--- src/verilog/legacy_nmi_pkg.sv ---
// constants and types shared by the legacy nmi and system control block
package legacy_nmi_pkg;

  // byte i/o port addresses
  localparam logic [15:0] PORT_STATUS_CTRL = 16'h0061;
  localparam logic [15:0] PORT_NMI_GATE = 16'h0070;
  localparam logic [15:0] PORT_FAST_RESET = 16'h0092;

  // status and control port fields
  localparam int SC_TIMER2_EN = 0;
  localparam int SC_SPEAKER_EN = 1;
  localparam int SC_BOARD_ERR_DIS = 2;
  localparam int SC_IOCHK_DIS = 3;
  localparam int SC_REFRESH_TOG = 4;
  localparam int SC_TIMER2_OUT = 5;
  localparam int SC_IOCHK_REQ = 6;
  localparam int SC_BOARD_ERR_REQ = 7;
  localparam logic [3:0] SC_CTRL_RESET = 4'h0;
  localparam logic [7:0] SC_RESET = 8'h00;

  // nmi gate and rtc index port fields
  localparam int NG_GATE = 7;
  localparam logic NG_GATE_RESET = 1'b0;
  localparam logic [6:0] NG_INDEX_RESET = 7'h00;

  // fast reset and address mask port fields
  localparam int FR_PULSE = 0;
  localparam int FR_ADDR_MASK = 1;
  localparam logic [7:0] FR_RESET = 8'h24;
  localparam logic [7:0] FR_FIXED_ONES = 8'h24;

  // fast cpu reset pulse length in ref_clk cycles
  localparam logic [3:0] FAST_RESET_CYCLES = 4'h8;

  typedef enum logic [1:0] {
    PULSE_IDLE,
    PULSE_ACTIVE,
    PULSE_WAIT_CLEAR
  } pulse_state_t;

endpackage

--- src/verilog/fast_reset_pulser.sv ---
// fixed-width fast cpu reset pulse generator with rearm on bit clear
`timescale 1ns/10ps
module fast_reset_pulser (
  input wire logic ref_clk,
  input wire logic resetn,
  input wire logic fire,
  input wire logic pulse_bit,
  output logic fast_cpu_reset
);

  legacy_nmi_pkg::pulse_state_t state_r;
  legacy_nmi_pkg::pulse_state_t state_nxt;
  logic [3:0] cnt_r;
  logic [3:0] cnt_nxt;
  logic out_r;
  logic out_nxt;

  always_comb begin
    state_nxt = state_r;
    cnt_nxt = cnt_r;
    out_nxt = out_r;
    case (state_r)
      legacy_nmi_pkg::PULSE_IDLE: begin
        if (fire) begin
          state_nxt = legacy_nmi_pkg::PULSE_ACTIVE;
          cnt_nxt = legacy_nmi_pkg::FAST_RESET_CYCLES - 4'h1;
          out_nxt = 1'b1;
        end
      end
      legacy_nmi_pkg::PULSE_ACTIVE: begin
        if (cnt_r == 4'h0) begin
          state_nxt = legacy_nmi_pkg::PULSE_WAIT_CLEAR;
          out_nxt = 1'b0;
        end else begin
          cnt_nxt = cnt_r - 4'h1;
        end
      end
      legacy_nmi_pkg::PULSE_WAIT_CLEAR: begin
        // only a written zero lets the next pulse start;
        // a one written right after that zero fires at once
        if (!pulse_bit && fire) begin
          state_nxt = legacy_nmi_pkg::PULSE_ACTIVE;
          cnt_nxt = legacy_nmi_pkg::FAST_RESET_CYCLES - 4'h1;
          out_nxt = 1'b1;
        end else if (!pulse_bit) begin
          state_nxt = legacy_nmi_pkg::PULSE_IDLE;
        end
      end
      default: begin
        state_nxt = legacy_nmi_pkg::PULSE_IDLE;
        out_nxt = 1'b0;
      end
    endcase
  end

  always_ff @(posedge ref_clk or negedge resetn) begin
    if (!resetn) begin
      state_r <= legacy_nmi_pkg::PULSE_IDLE;
      cnt_r <= 4'h0;
      out_r <= 1'b0;
    end else begin
      state_r <= state_nxt;
      cnt_r <= cnt_nxt;
      out_r <= out_nxt;
    end
  end

  assign fast_cpu_reset = out_r;
endmodule

--- src/verilog/legacy_nmi_system_control.sv ---
// legacy nmi gate, status/control port and fast reset/address mask port
//
// What this block does
// - nmi_gate_rtc_index write-only, low seven bits set the rtc memory index.
// - nmi_gate_rtc_index bit 7 set blocks all nmi sources; clear lets them through.
// - port 61h bit 0 enables timer counter 2; register resets to 00h.
// - port 61h bit 1 clear holds speaker low, set makes it follow timer 2.
// - port 61h bit 2 clear enables board error; set disables and clears it.
// - port 61h bit 3 clear enables channel check nmi; set disables and clears.
// - port 61h bit 4 flips after every completed refresh cycle.
// - port 61h bit 5 reads the live timer counter 2 output.
// - port 61h bit 6 reads 1 while channel check requests nmi; bit 3 clears.
// - port 61h bit 7 reads 1 while board error requests nmi; bit 2 clears.
// - writing 1 to fast_reset_addr_mask bit 0 while it holds 0 pulses fast cpu reset.
// - fast_reset_addr_mask bit 1 drives the address bit 20 mask pin directly.
// - fast_reset_addr_mask reserved bits read fixed 00100100 pattern; resets to 24h.
`timescale 1ns/10ps
module legacy_nmi_system_control (
  input wire logic ref_clk,
  input wire logic resetn,
  input wire logic [15:0] io_addr,
  input wire logic io_wr_stb,
  input wire logic io_rd_stb,
  input wire logic [7:0] io_wdata,
  input wire logic timer2_out,
  input wire logic refresh_done,
  input wire logic io_channel_check_n,
  input wire logic board_error_n,
  output logic [7:0] io_rdata,
  output logic io_rdata_valid,
  output logic [6:0] rtc_index,
  output logic nmi,
  output logic timer2_gate,
  output logic speaker_pin,
  output logic fast_cpu_reset,
  output logic addr_bit20_mask_n
);

  // port decode
  logic hit_sc;
  logic hit_ng;
  logic hit_fr;
  logic wr_sc;
  logic wr_ng;
  logic wr_fr;

  assign hit_sc = (io_addr == legacy_nmi_pkg::PORT_STATUS_CTRL);
  assign hit_ng = (io_addr == legacy_nmi_pkg::PORT_NMI_GATE);
  assign hit_fr = (io_addr == legacy_nmi_pkg::PORT_FAST_RESET);
  assign wr_sc = io_wr_stb && hit_sc;
  assign wr_ng = io_wr_stb && hit_ng;
  assign wr_fr = io_wr_stb && hit_fr;

  // pin synchronisers: bit 0 channel check, bit 1 board error
  logic [1:0] sync1_r;
  logic [1:0] sync2_r;

  always_ff @(posedge ref_clk or negedge resetn) begin
    if (!resetn) begin
      sync1_r <= 2'h3;
      sync2_r <= 2'h3;
    end else begin
      sync1_r <= {board_error_n, io_channel_check_n};
      sync2_r <= sync1_r;
    end
  end

  logic iochk_active;
  logic serr_active;

  assign iochk_active = !sync2_r[0];
  assign serr_active = !sync2_r[1];

  // control and status state
  logic gate_r;
  logic gate_nxt;
  logic [6:0] index_r;
  logic [6:0] index_nxt;
  logic [3:0] ctrl_r;
  logic [3:0] ctrl_nxt;
  logic refresh_tog_r;
  logic refresh_tog_nxt;
  logic iochk_lat_r;
  logic iochk_lat_nxt;
  logic serr_lat_r;
  logic serr_lat_nxt;
  logic fr_bit0_r;
  logic fr_bit0_nxt;
  logic mask_r;
  logic mask_nxt;
  logic nmi_r;
  logic nmi_nxt;
  logic speaker_r;
  logic speaker_nxt;

  always_comb begin
    gate_nxt = gate_r;
    index_nxt = index_r;
    ctrl_nxt = ctrl_r;
    fr_bit0_nxt = fr_bit0_r;
    mask_nxt = mask_r;
    if (wr_ng) begin
      gate_nxt = io_wdata[legacy_nmi_pkg::NG_GATE];
      index_nxt = io_wdata[6:0];
    end
    if (wr_sc) begin
      ctrl_nxt = io_wdata[3:0];
    end
    if (wr_fr) begin
      fr_bit0_nxt = io_wdata[legacy_nmi_pkg::FR_PULSE];
      mask_nxt = io_wdata[legacy_nmi_pkg::FR_ADDR_MASK];
    end
    refresh_tog_nxt = refresh_tog_r ^ refresh_done;
    // a disable bit both blocks the source and clears the latch;
    // while enabled, an arriving error always latches
    iochk_lat_nxt = (iochk_lat_r || iochk_active)
      && !ctrl_nxt[legacy_nmi_pkg::SC_IOCHK_DIS];
    serr_lat_nxt = (serr_lat_r || serr_active)
      && !ctrl_nxt[legacy_nmi_pkg::SC_BOARD_ERR_DIS];
    nmi_nxt = (iochk_lat_r || serr_lat_r) && !gate_r;
    speaker_nxt = ctrl_r[legacy_nmi_pkg::SC_SPEAKER_EN] && timer2_out;
  end

  always_ff @(posedge ref_clk or negedge resetn) begin
    if (!resetn) begin
      gate_r <= legacy_nmi_pkg::NG_GATE_RESET;
      index_r <= legacy_nmi_pkg::NG_INDEX_RESET;
      ctrl_r <= legacy_nmi_pkg::SC_CTRL_RESET;
      refresh_tog_r <= 1'b0;
      iochk_lat_r <= 1'b0;
      serr_lat_r <= 1'b0;
      fr_bit0_r <= legacy_nmi_pkg::FR_RESET[legacy_nmi_pkg::FR_PULSE];
      mask_r <= legacy_nmi_pkg::FR_RESET[legacy_nmi_pkg::FR_ADDR_MASK];
      nmi_r <= 1'b0;
      speaker_r <= 1'b0;
    end else begin
      gate_r <= gate_nxt;
      index_r <= index_nxt;
      ctrl_r <= ctrl_nxt;
      refresh_tog_r <= refresh_tog_nxt;
      iochk_lat_r <= iochk_lat_nxt;
      serr_lat_r <= serr_lat_nxt;
      fr_bit0_r <= fr_bit0_nxt;
      mask_r <= mask_nxt;
      nmi_r <= nmi_nxt;
      speaker_r <= speaker_nxt;
    end
  end

  // read path, answered one cycle after the read strobe
  logic [7:0] rdata_r;
  logic [7:0] rdata_nxt;
  logic rvalid_r;
  logic rvalid_nxt;

  always_comb begin
    rdata_nxt = 8'h00;
    rvalid_nxt = 1'b0;
    if (io_rd_stb && hit_sc) begin
      rvalid_nxt = 1'b1;
      rdata_nxt = {serr_lat_r, iochk_lat_r, timer2_out, refresh_tog_r, ctrl_r};
    end else if (io_rd_stb && hit_fr) begin
      rvalid_nxt = 1'b1;
      rdata_nxt = legacy_nmi_pkg::FR_FIXED_ONES | {6'h00, mask_r, fr_bit0_r};
    end
  end

  always_ff @(posedge ref_clk or negedge resetn) begin
    if (!resetn) begin
      rdata_r <= 8'h00;
      rvalid_r <= 1'b0;
    end else begin
      rdata_r <= rdata_nxt;
      rvalid_r <= rvalid_nxt;
    end
  end

  fast_reset_pulser u_pulser (
    .ref_clk(ref_clk),
    .resetn(resetn),
    .fire(wr_fr && io_wdata[legacy_nmi_pkg::FR_PULSE]),
    .pulse_bit(fr_bit0_r),
    .fast_cpu_reset(fast_cpu_reset)
  );

  assign io_rdata = rdata_r;
  assign io_rdata_valid = rvalid_r;
  assign rtc_index = index_r;
  assign nmi = nmi_r;
  assign timer2_gate = ctrl_r[legacy_nmi_pkg::SC_TIMER2_EN];
  assign speaker_pin = speaker_r;
  assign addr_bit20_mask_n = mask_r;
endmodule
--- config.mk ---
export PLATFORM = sky130hd
export DESIGN_NAME = legacy_nmi_system_control
export DESIGN_NICKNAME = d
export VERILOG_FILES = /design/src/verilog/legacy_nmi_pkg.sv /design/src/verilog/fast_reset_pulser.sv /design/src/verilog/legacy_nmi_system_control.sv
export SDC_FILE = /design/constraint.sdc
export NUM_CORES = 1
export LEC_CHECK = 0
export ABC_CLOCK_PERIOD_IN_PS = 2900
export BUFFER_PORTS_ARGS = -buffer_cell sky130_fd_sc_hd__buf_2
export CORE_MARGIN = 4
export CORE_UTILIZATION = 30
export DETAILED_ROUTE_END_ITERATION = 7
export GPL_ROUTABILITY_DRIVEN = 1
export PLACE_DENSITY_LB_ADDON = 0.08
export SLEW_MARGIN = 5
export SYNTH_ARGS = -nofsm -noshare
export SYNTH_HDL_FRONTEND = slang
export SYNTH_SLANG_ARGS = --single-unit
export TNS_END_PERCENT = 1
--- constraint.sdc ---
create_clock -name ref_clk -period 2.9 [get_ports ref_clk]
set_input_delay 0.145 -clock ref_clk [delete_from_list [all_inputs] [get_ports ref_clk]]
set_output_delay 0.145 -clock ref_clk [all_outputs]
set_load 0.02 [all_outputs]
==> results of run 1 <==
cells in the final DEF (no fill, tap or decap), types with 3 or more instances in the layout:
cell           Yosys  routed
a21oi_1            3       3
nor2_1             8       8
nor4_1             3       3
and2_1             3       3
inv_1              6       6
a21o_1             4       4
dfstp_2            4       4
dlygate4sd3_1      0       3
buf_2              0      52
mux2_2            13      13
nor3_1             3       3
dfrtp_1           35      35
nand2_1            6       6
clkbuf_8           0       7
sequential cells by signal (all words and copies together) (netlist names), 2 cells and up:
signal,flops
io_rdata,8
rtc_index,7
ctrl_r,4
u_pulser.cnt_r,4
sync1_r,2
sync2_r,2
u_pulser.state_r,2
power groups by stage:
stage          Clock [W]  Sequential (W)  Combinational [W]
3_3_place_gp           0        0.000572          0.0000487
4_1_cts         0.000409        0.000562          0.0000528
5_1_grt         0.000431        0.000563          0.0000576
2_1_floorplan          0        0.000570          0.0000120
3_5_place_dp           0        0.000572          0.0000494
6_report        0.000394        0.000562          0.0000512
cells by family (layout without fill, tap and decap cells):
logic type | after synthesis | after routing | share of synthesized area
XOR/XNOR | 2 | 2 | 0.0112
buffers and inverters | 6 | 69 | 0.0144
adder cells (fa/ha/maj) | 1 | 1 | 0.00798
AO/OA/AOI/OAI | 18 | 18 | 0.0798
multiplexers | 14 | 14 | 0.0998
flip-flops | 39 | 39 | 0.626
AND/OR/NAND/NOR | 38 | 38 | 0.161
final cells by class:
class	count	area, sq um	share of cell area
clock buffer	8	100	0.0489
inverter	6	22.5	0.0110
multi-input combinational	73	564	0.276
sequential	39	981	0.480
tap	70	87.6	0.0428
timing repair buffer	55	290	0.142
worst max-delay path, cell delays in order, from the launching register on:
cell and delay [ns]:
dfrtp_1 0.38, inv_1 0.09, ha_1 0.19, or3b_2 0.46, nand2_1 0.15, o31ai_1 0.14, mux2_2 0.28
routing by layer:
| layer | part of all wire | GRT usage |
|---|---|---|
| met4 | 0.019 | 0.0456 |
| met2 | 0.47 | 0.192 |
| met5 | 0 | 0 |
| met1 | 0.44 | 0.135 |
| met3 | 0.073 | 0.0348 |
through the flow:
stage	worst slack (ns)	cells	area, sq um	power [W]	hold WS [ns]
finish	1.11	251	2050	0.00101	0.0335
global route	0.993	251	2050	0.00105	0.0242
CTS	1.10	251	2050	0.00102	0.0251
detailed placement	0.860	240	1920	0.000621	0.251
global placement	0.913	240	1920	0.000620	0.250
floorplan	1.26	118	1570	0.000582	-0.151
how the worst min path moves through the flow:
| stage | from | slack [ns] | to | cells after the start |
|---|---|---|---|---|
| 3_3_place_gp | board_error_n | 0.25 | sync1_r[1]$_DFF_PN1_ | 1 |
| 4_1_cts | refresh_done | 0.03 | refresh_tog_r$_DFF_PN0_ | 2 |
| 5_1_grt | refresh_done | 0.02 | refresh_tog_r$_DFF_PN0_ | 2 |
| 6_report | refresh_done | 0.03 | refresh_tog_r$_DFF_PN0_ | 2 |
| 3_5_place_dp | board_error_n | 0.25 | sync1_r[1]$_DFF_PN1_ | 1 |
| 2_1_floorplan | resetn | -0.15 | addr_bit20_mask_n$_DFFE_PN0N_ | 0 |
==> key figures, run 1 <==
Route
  • Vias: 1134
  • DR pass1 iterations: 4
  • Residual DRC: 0
  • WL per Instance: 13.4 um
  • Post-DRT Antenna Nets: 0
  • Iteration-0 DRC Markers: 35
  • Via/cell ratio: 4.52
  • Final WL: 3.37 mm

Yosys
  • Top cells by count, synth: dfrtp_1 (35), mux2_2 (13), nor2_1 (8)
  • Top FF cell, synth: dfrtp_1
  • Synth Warn #: 0
  • Ys async rst share: 1.00
  • Top-area cell type share of the netlist area: 0.559
  • Post-synthesis net count: 151
  • Mapped Cells: 118
  • Synthesized cell area: 0.00157 sq mm
  • Mapped Avg Cell Area: 13.3 sq um
  • Count of cell types in the netlist: 36
  • Seq/Total Area, Yosys: 0.626
  • Yosys reg bits: 39
  • Number of synthesized flops with an enable pin: 0
  • Post-synth top area cell: dfrtp_1
  • Synth area leaders: dfrtp_1 (56%), mux2_2 (9.3%), dfstp_2 (6.7%)
  • Count leader, synth: dfrtp_1

CTS
  • Clock Pin Slew Worst Setup and Hold Paths: 0.07 ns
  • Clock Path Buffers: 2
  • H-tree depth: 2
  • # Post-CTS Setup Buffers: 0
  • TritonCTS clock tree: yes
  • CTS root buf: clkbuf_8
  • TritonCTS Buffers: 5
  • CTS Hold Bufs: 3
  • Post-CTS resize count: 0
  • # clock sinks: 39
  • Clock latency on the worst-skew pair: 0.28 ns

GRT
  • Wire length of the first global-routing pass: 5.66 mm
  • Initial antenna violation count: 0
  • Total GRT Usage: 0.114
  • Vias in the first global route: 1244
  • Largest net degree at the start of global routing: 40
  • Total grt overflow: 0

Timing
  • Max_slew headroom: 0.431
  • Endpoints failing setup: 0
  • Setup TNS: 0 ns
  • Fin. max-slew vios: 0
  • Crit path time final: 1.79 ns
  • Worst Skew: 0.00248 ns
  • Worst-Margin Slew: 0.853 ns
  • Achievable clock frequency: 0.559 GHz
  • Fin crit share: 0.617
  • Unrepaired setup endpoints after global routing: no
  • Final Hold Fails: 0

Critical path
  • R2R setup slack: 1.11 ns
  • CP endpoint kind: flip-flop
  • Worst Setup SP: u_pulser.cnt_r[0]$_DFFE_PN0P_
  • Origin of the critical flop-to-flop path: u_pulser.cnt_r[0]$_DFFE_PN0P_
  • Reg2Reg Depth: 6
  • CP Launch Type: flip-flop
  • Crit-path max FO: 4
  • Crit Reg-Reg Endpoint: u_pulser.cnt_r[0]$_DFFE_PN0P_
  • Crit path to: u_pulser.cnt_r[0]$_DFFE_PN0P_
  • Worst path arrival time: 1.96 ns
  • CP Class: reg2reg
  • Worst Path Required: 3.07 ns

Pwr
  • Logic pwr share: 0.051
  • NetSw: 0.000209 W
  • Clock power share: 0.391
  • Seq pwr share: 0.558
  • Switching share of total power: 0.208
  • Max VDD drop: 209 uV
  • P_leak: 1.09 nW
  • Pwr dens: 492 mW/mm^2
  • Internal: 0.000798 W

Finish
  • # fillers: 524
  • Ant diodes: 0
  • Share of layout cells above drive strength 1: 0.453
  • Layout Utilization: 0.403
  • Final #Nets: 213
  • Area grow syn2layout: 30.5%

Die
  • Die Y: 80.3 um
  • Die Wd: 80.3 um
  • Initial Util: 0.309
  • Full die area: 0.00645 sq mm
  • Core Rows: 26
  • Core Box Area: 0.00507 sq mm
  • Io pins: 53

Outcome
  • Status: complete, no violations

Worst hold path
  • Min-delay worst type: in2reg

Placement
  • Final Wtd Congestion: 0.737
  • HPWL after DPL: 2.60 mm
  • I/O Buffers: 52

Job
  • Total of max-cap violations: 0
Note: power is estimated with default switching activity, not from simulation.
==> inputs of run 2 (changes only) <==
Settings changed: ABC_CLOCK_PERIOD_IN_PS 2900 to 1600.
Clock period 2.9 ns to 1.6 ns, I/O delays scaled along.
==> run 2 against run 1 <==
Against the previous run:
- combinational power grew 110%
- fmax increased by 15%
- design area increased by 8.0%
- final cell count rose by 6.8%
- global-route usage up 0.66 points
- sequential power is 81% higher
- via count up 3.8%
- total power is 83% higher
- clock power increased by 82%
- critical endpoint unchanged
- largest cell class unchanged
==> key figures, run 2 (synthesis results as in run 1) <==
Placement
  • Placed instance area: 0.00203 sq mm
  • HPWL after DPL: 2.79 mm
  • Final Wtd Congestion: 0.746
  • I/O Buffers: 52
  • Pre-CTS WS: -0.174 ns

Critical path
  • Crit-path max FO: 3
  • CP Class: reg2reg
  • Worst Path Required: 1.78 ns
  • Reg2Reg Depth: 6
  • R2R setup slack: 0.05 ns
  • Crit Reg-Reg Endpoint: u_pulser.cnt_r[0]$_DFFE_PN0P_
  • Crit path max-delay cell type: dfrtp_1
  • CP Cell Sequence: inv_2 -> ha_2 -> or3b_4 -> nand2_2 -> o31ai_2 -> mux2_2
  • CP Launch Type: flip-flop
  • CP max stage delay: 0.40 ns
  • Origin of the critical flop-to-flop path: u_pulser.cnt_r[0]$_DFFE_PN0P_
  • CP endpoint kind: flip-flop
  • Worst path arrival time: 1.73 ns

CTS
  • TritonCTS Buffers: 5
  • # clock sinks: 39
  • Clock Pin Slew Worst Setup and Hold Paths: 0.07 ns
  • CTS root buf: clkbuf_8
  • TritonCTS clock tree: yes
  • H-tree depth: 2
  • Clock Path Buffers: 2
  • Clock latency on the worst-skew pair: 0.29 ns

Timing
  • Worst-Margin Slew: 0.560 ns
  • Fin crit share: 0.970
  • Endpoints failing setup: 0
  • Crit path time final: 1.55 ns
  • Worst Skew: 0.00216 ns
  • Unrepaired setup endpoints after global routing: no
  • Max_slew headroom: 0.627
  • Hold WS: 0.0185 ns
  • Setup TNS: 0 ns
  • Final Hold Fails: 0
  • Fin. max-slew vios: 0
  • Achievable clock frequency: 0.644 GHz
  • Worst setup margin: 0.0480 ns

Worst hold path
  • Hold worst-path end: serr_lat_r$_DFF_PN0_
  • Min-delay worst type: in2reg
  • Hold path startpoint: io_wdata[2]
  • Worst hold stages: 2

Finish
  • Final #Nets: 230
  • Post-route cell area: 0.00221 sq mm
  • Commonest non-fill, non-tap cell in the layout: buf_2
  • Number of flip-flops in the largest register: 8
  • Layout Utilization: 0.435
  • Area grow syn2layout: 40.9%
  • Share of layout cells above drive strength 1: 0.520
  • # fillers: 512
  • Most frequent cells in the layout: buf_2 (52), dfrtp_1 (35), buf_4 (14), mux2_2 (13), nor2_1 (8)
  • Ant diodes: 0

Route
  • DR pass1 iterations: 4
  • Iteration-0 DRC Markers: 40
  • Vias: 1177
  • WL per Instance: 13.3 um
  • Post-DRT Antenna Nets: 0
  • Final WL: 3.57 mm
  • Via/cell ratio: 4.39
  • Residual DRC: 0

Die
  • Core Rows: 26
  • Core Box Area: 0.00507 sq mm
  • Full die area: 0.00645 sq mm
  • Die Wd: 80.3 um
  • Die Y: 80.3 um
  • Initial Util: 0.309
  • Io pins: 53

GRT
  • Total grt overflow: 0
  • Largest net degree at the start of global routing: 26
  • Initial antenna violation count: 0
  • Wire length of the first global-routing pass: 5.81 mm
  • Total GRT Usage: 0.121
  • Vias in the first global route: 1251

Outcome
  • Status: complete, no violations

Pwr
  • P_leak: 1.17 nW
  • Pwr dens: 834 mW/mm^2
  • Max VDD drop: 460 uV

Job
  • Total of max-cap violations: 0
[run 2: critical path: cells and delay by family, from the launching register on]
| kind | cells | cell delay [ns] |
|---|---|---|
| compound gates | 1 | 0.08 |
| buf+inv | 1 | 0.07 |
| mux | 1 | 0.27 |
| simple gates | 2 | 0.46 |
| fa+ha+maj | 1 | 0.16 |
| flops | 1 | 0.40 |
[run 2: routing by layer]
layer | vias to the layer above | part of all wire | global-route usage
li1 | 580 | - | -
met1 | 557 | 0.45 | 0.154
met2 | 35 | 0.47 | 0.178
met3 | 5 | 0.071 | 0.0482
met4 | 0 | 0.016 | 0.0557
met5 | - | 0 | 0
[run 2: worst max-delay path by stage]
stage                                        startpoint                             to  slack, ns  cells past startpoint
after CTS                 u_pulser.cnt_r[0]$_DFFE_PN0P_  u_pulser.cnt_r[0]$_DFFE_PN0P_       0.02                      6
after global routing      u_pulser.cnt_r[0]$_DFFE_PN0P_  u_pulser.cnt_r[0]$_DFFE_PN0P_       0.01                      6
after detailed placement                     io_addr[9]          ctrl_r[0]$_DFFE_PN0N_      -0.17                      7
final                     u_pulser.cnt_r[0]$_DFFE_PN0P_  u_pulser.cnt_r[0]$_DFFE_PN0P_       0.05                      6
after global placement                       io_addr[9]          ctrl_r[0]$_DFFE_PN0N_      -0.07                      7
after floorplan           u_pulser.cnt_r[0]$_DFFE_PN0P_  u_pulser.cnt_r[0]$_DFFE_PN0P_      0.005                      6
[run 2: area by class of cell]
type	instances	area (sq um)	area share
multi-input combinational	73	583	0.264
clock buffer	8	100	0.0453
sequential	39	981	0.444
inverter	6	22.5	0.0102
tap	70	87.6	0.0396
timing repair buffer	72	435	0.197
[run 2: per-stage QoR]
| stage | cells | power, W |
|---|---|---|
| after detailed placement | 253 | 0.00114 |
| after global routing | 268 | 0.00194 |
| final | 268 | 0.00184 |
| after floorplan | 118 | 0.00106 |
| after CTS | 267 | 0.00188 |
| after global placement | 253 | 0.00113 |
[run 2: what timing repair did]
item	in CTS	in global routing
buffers inserted	1	1
endpoints found under the hold margin	24	0
gates resized for setup	3	3
setup endpoints to repair	1	3
hold buffers	5	0
[run 2: power breakdown]
group / internal [W] / total, W / switching (W)
registers: 0.00101 / 0.00102 / 0.00000971
clock network: 0.000393 / 0.000717 / 0.000324
logic: 0.0000544 / 0.000107 / 0.0000530
total: 0.00146 / 0.00184 / 0.000386
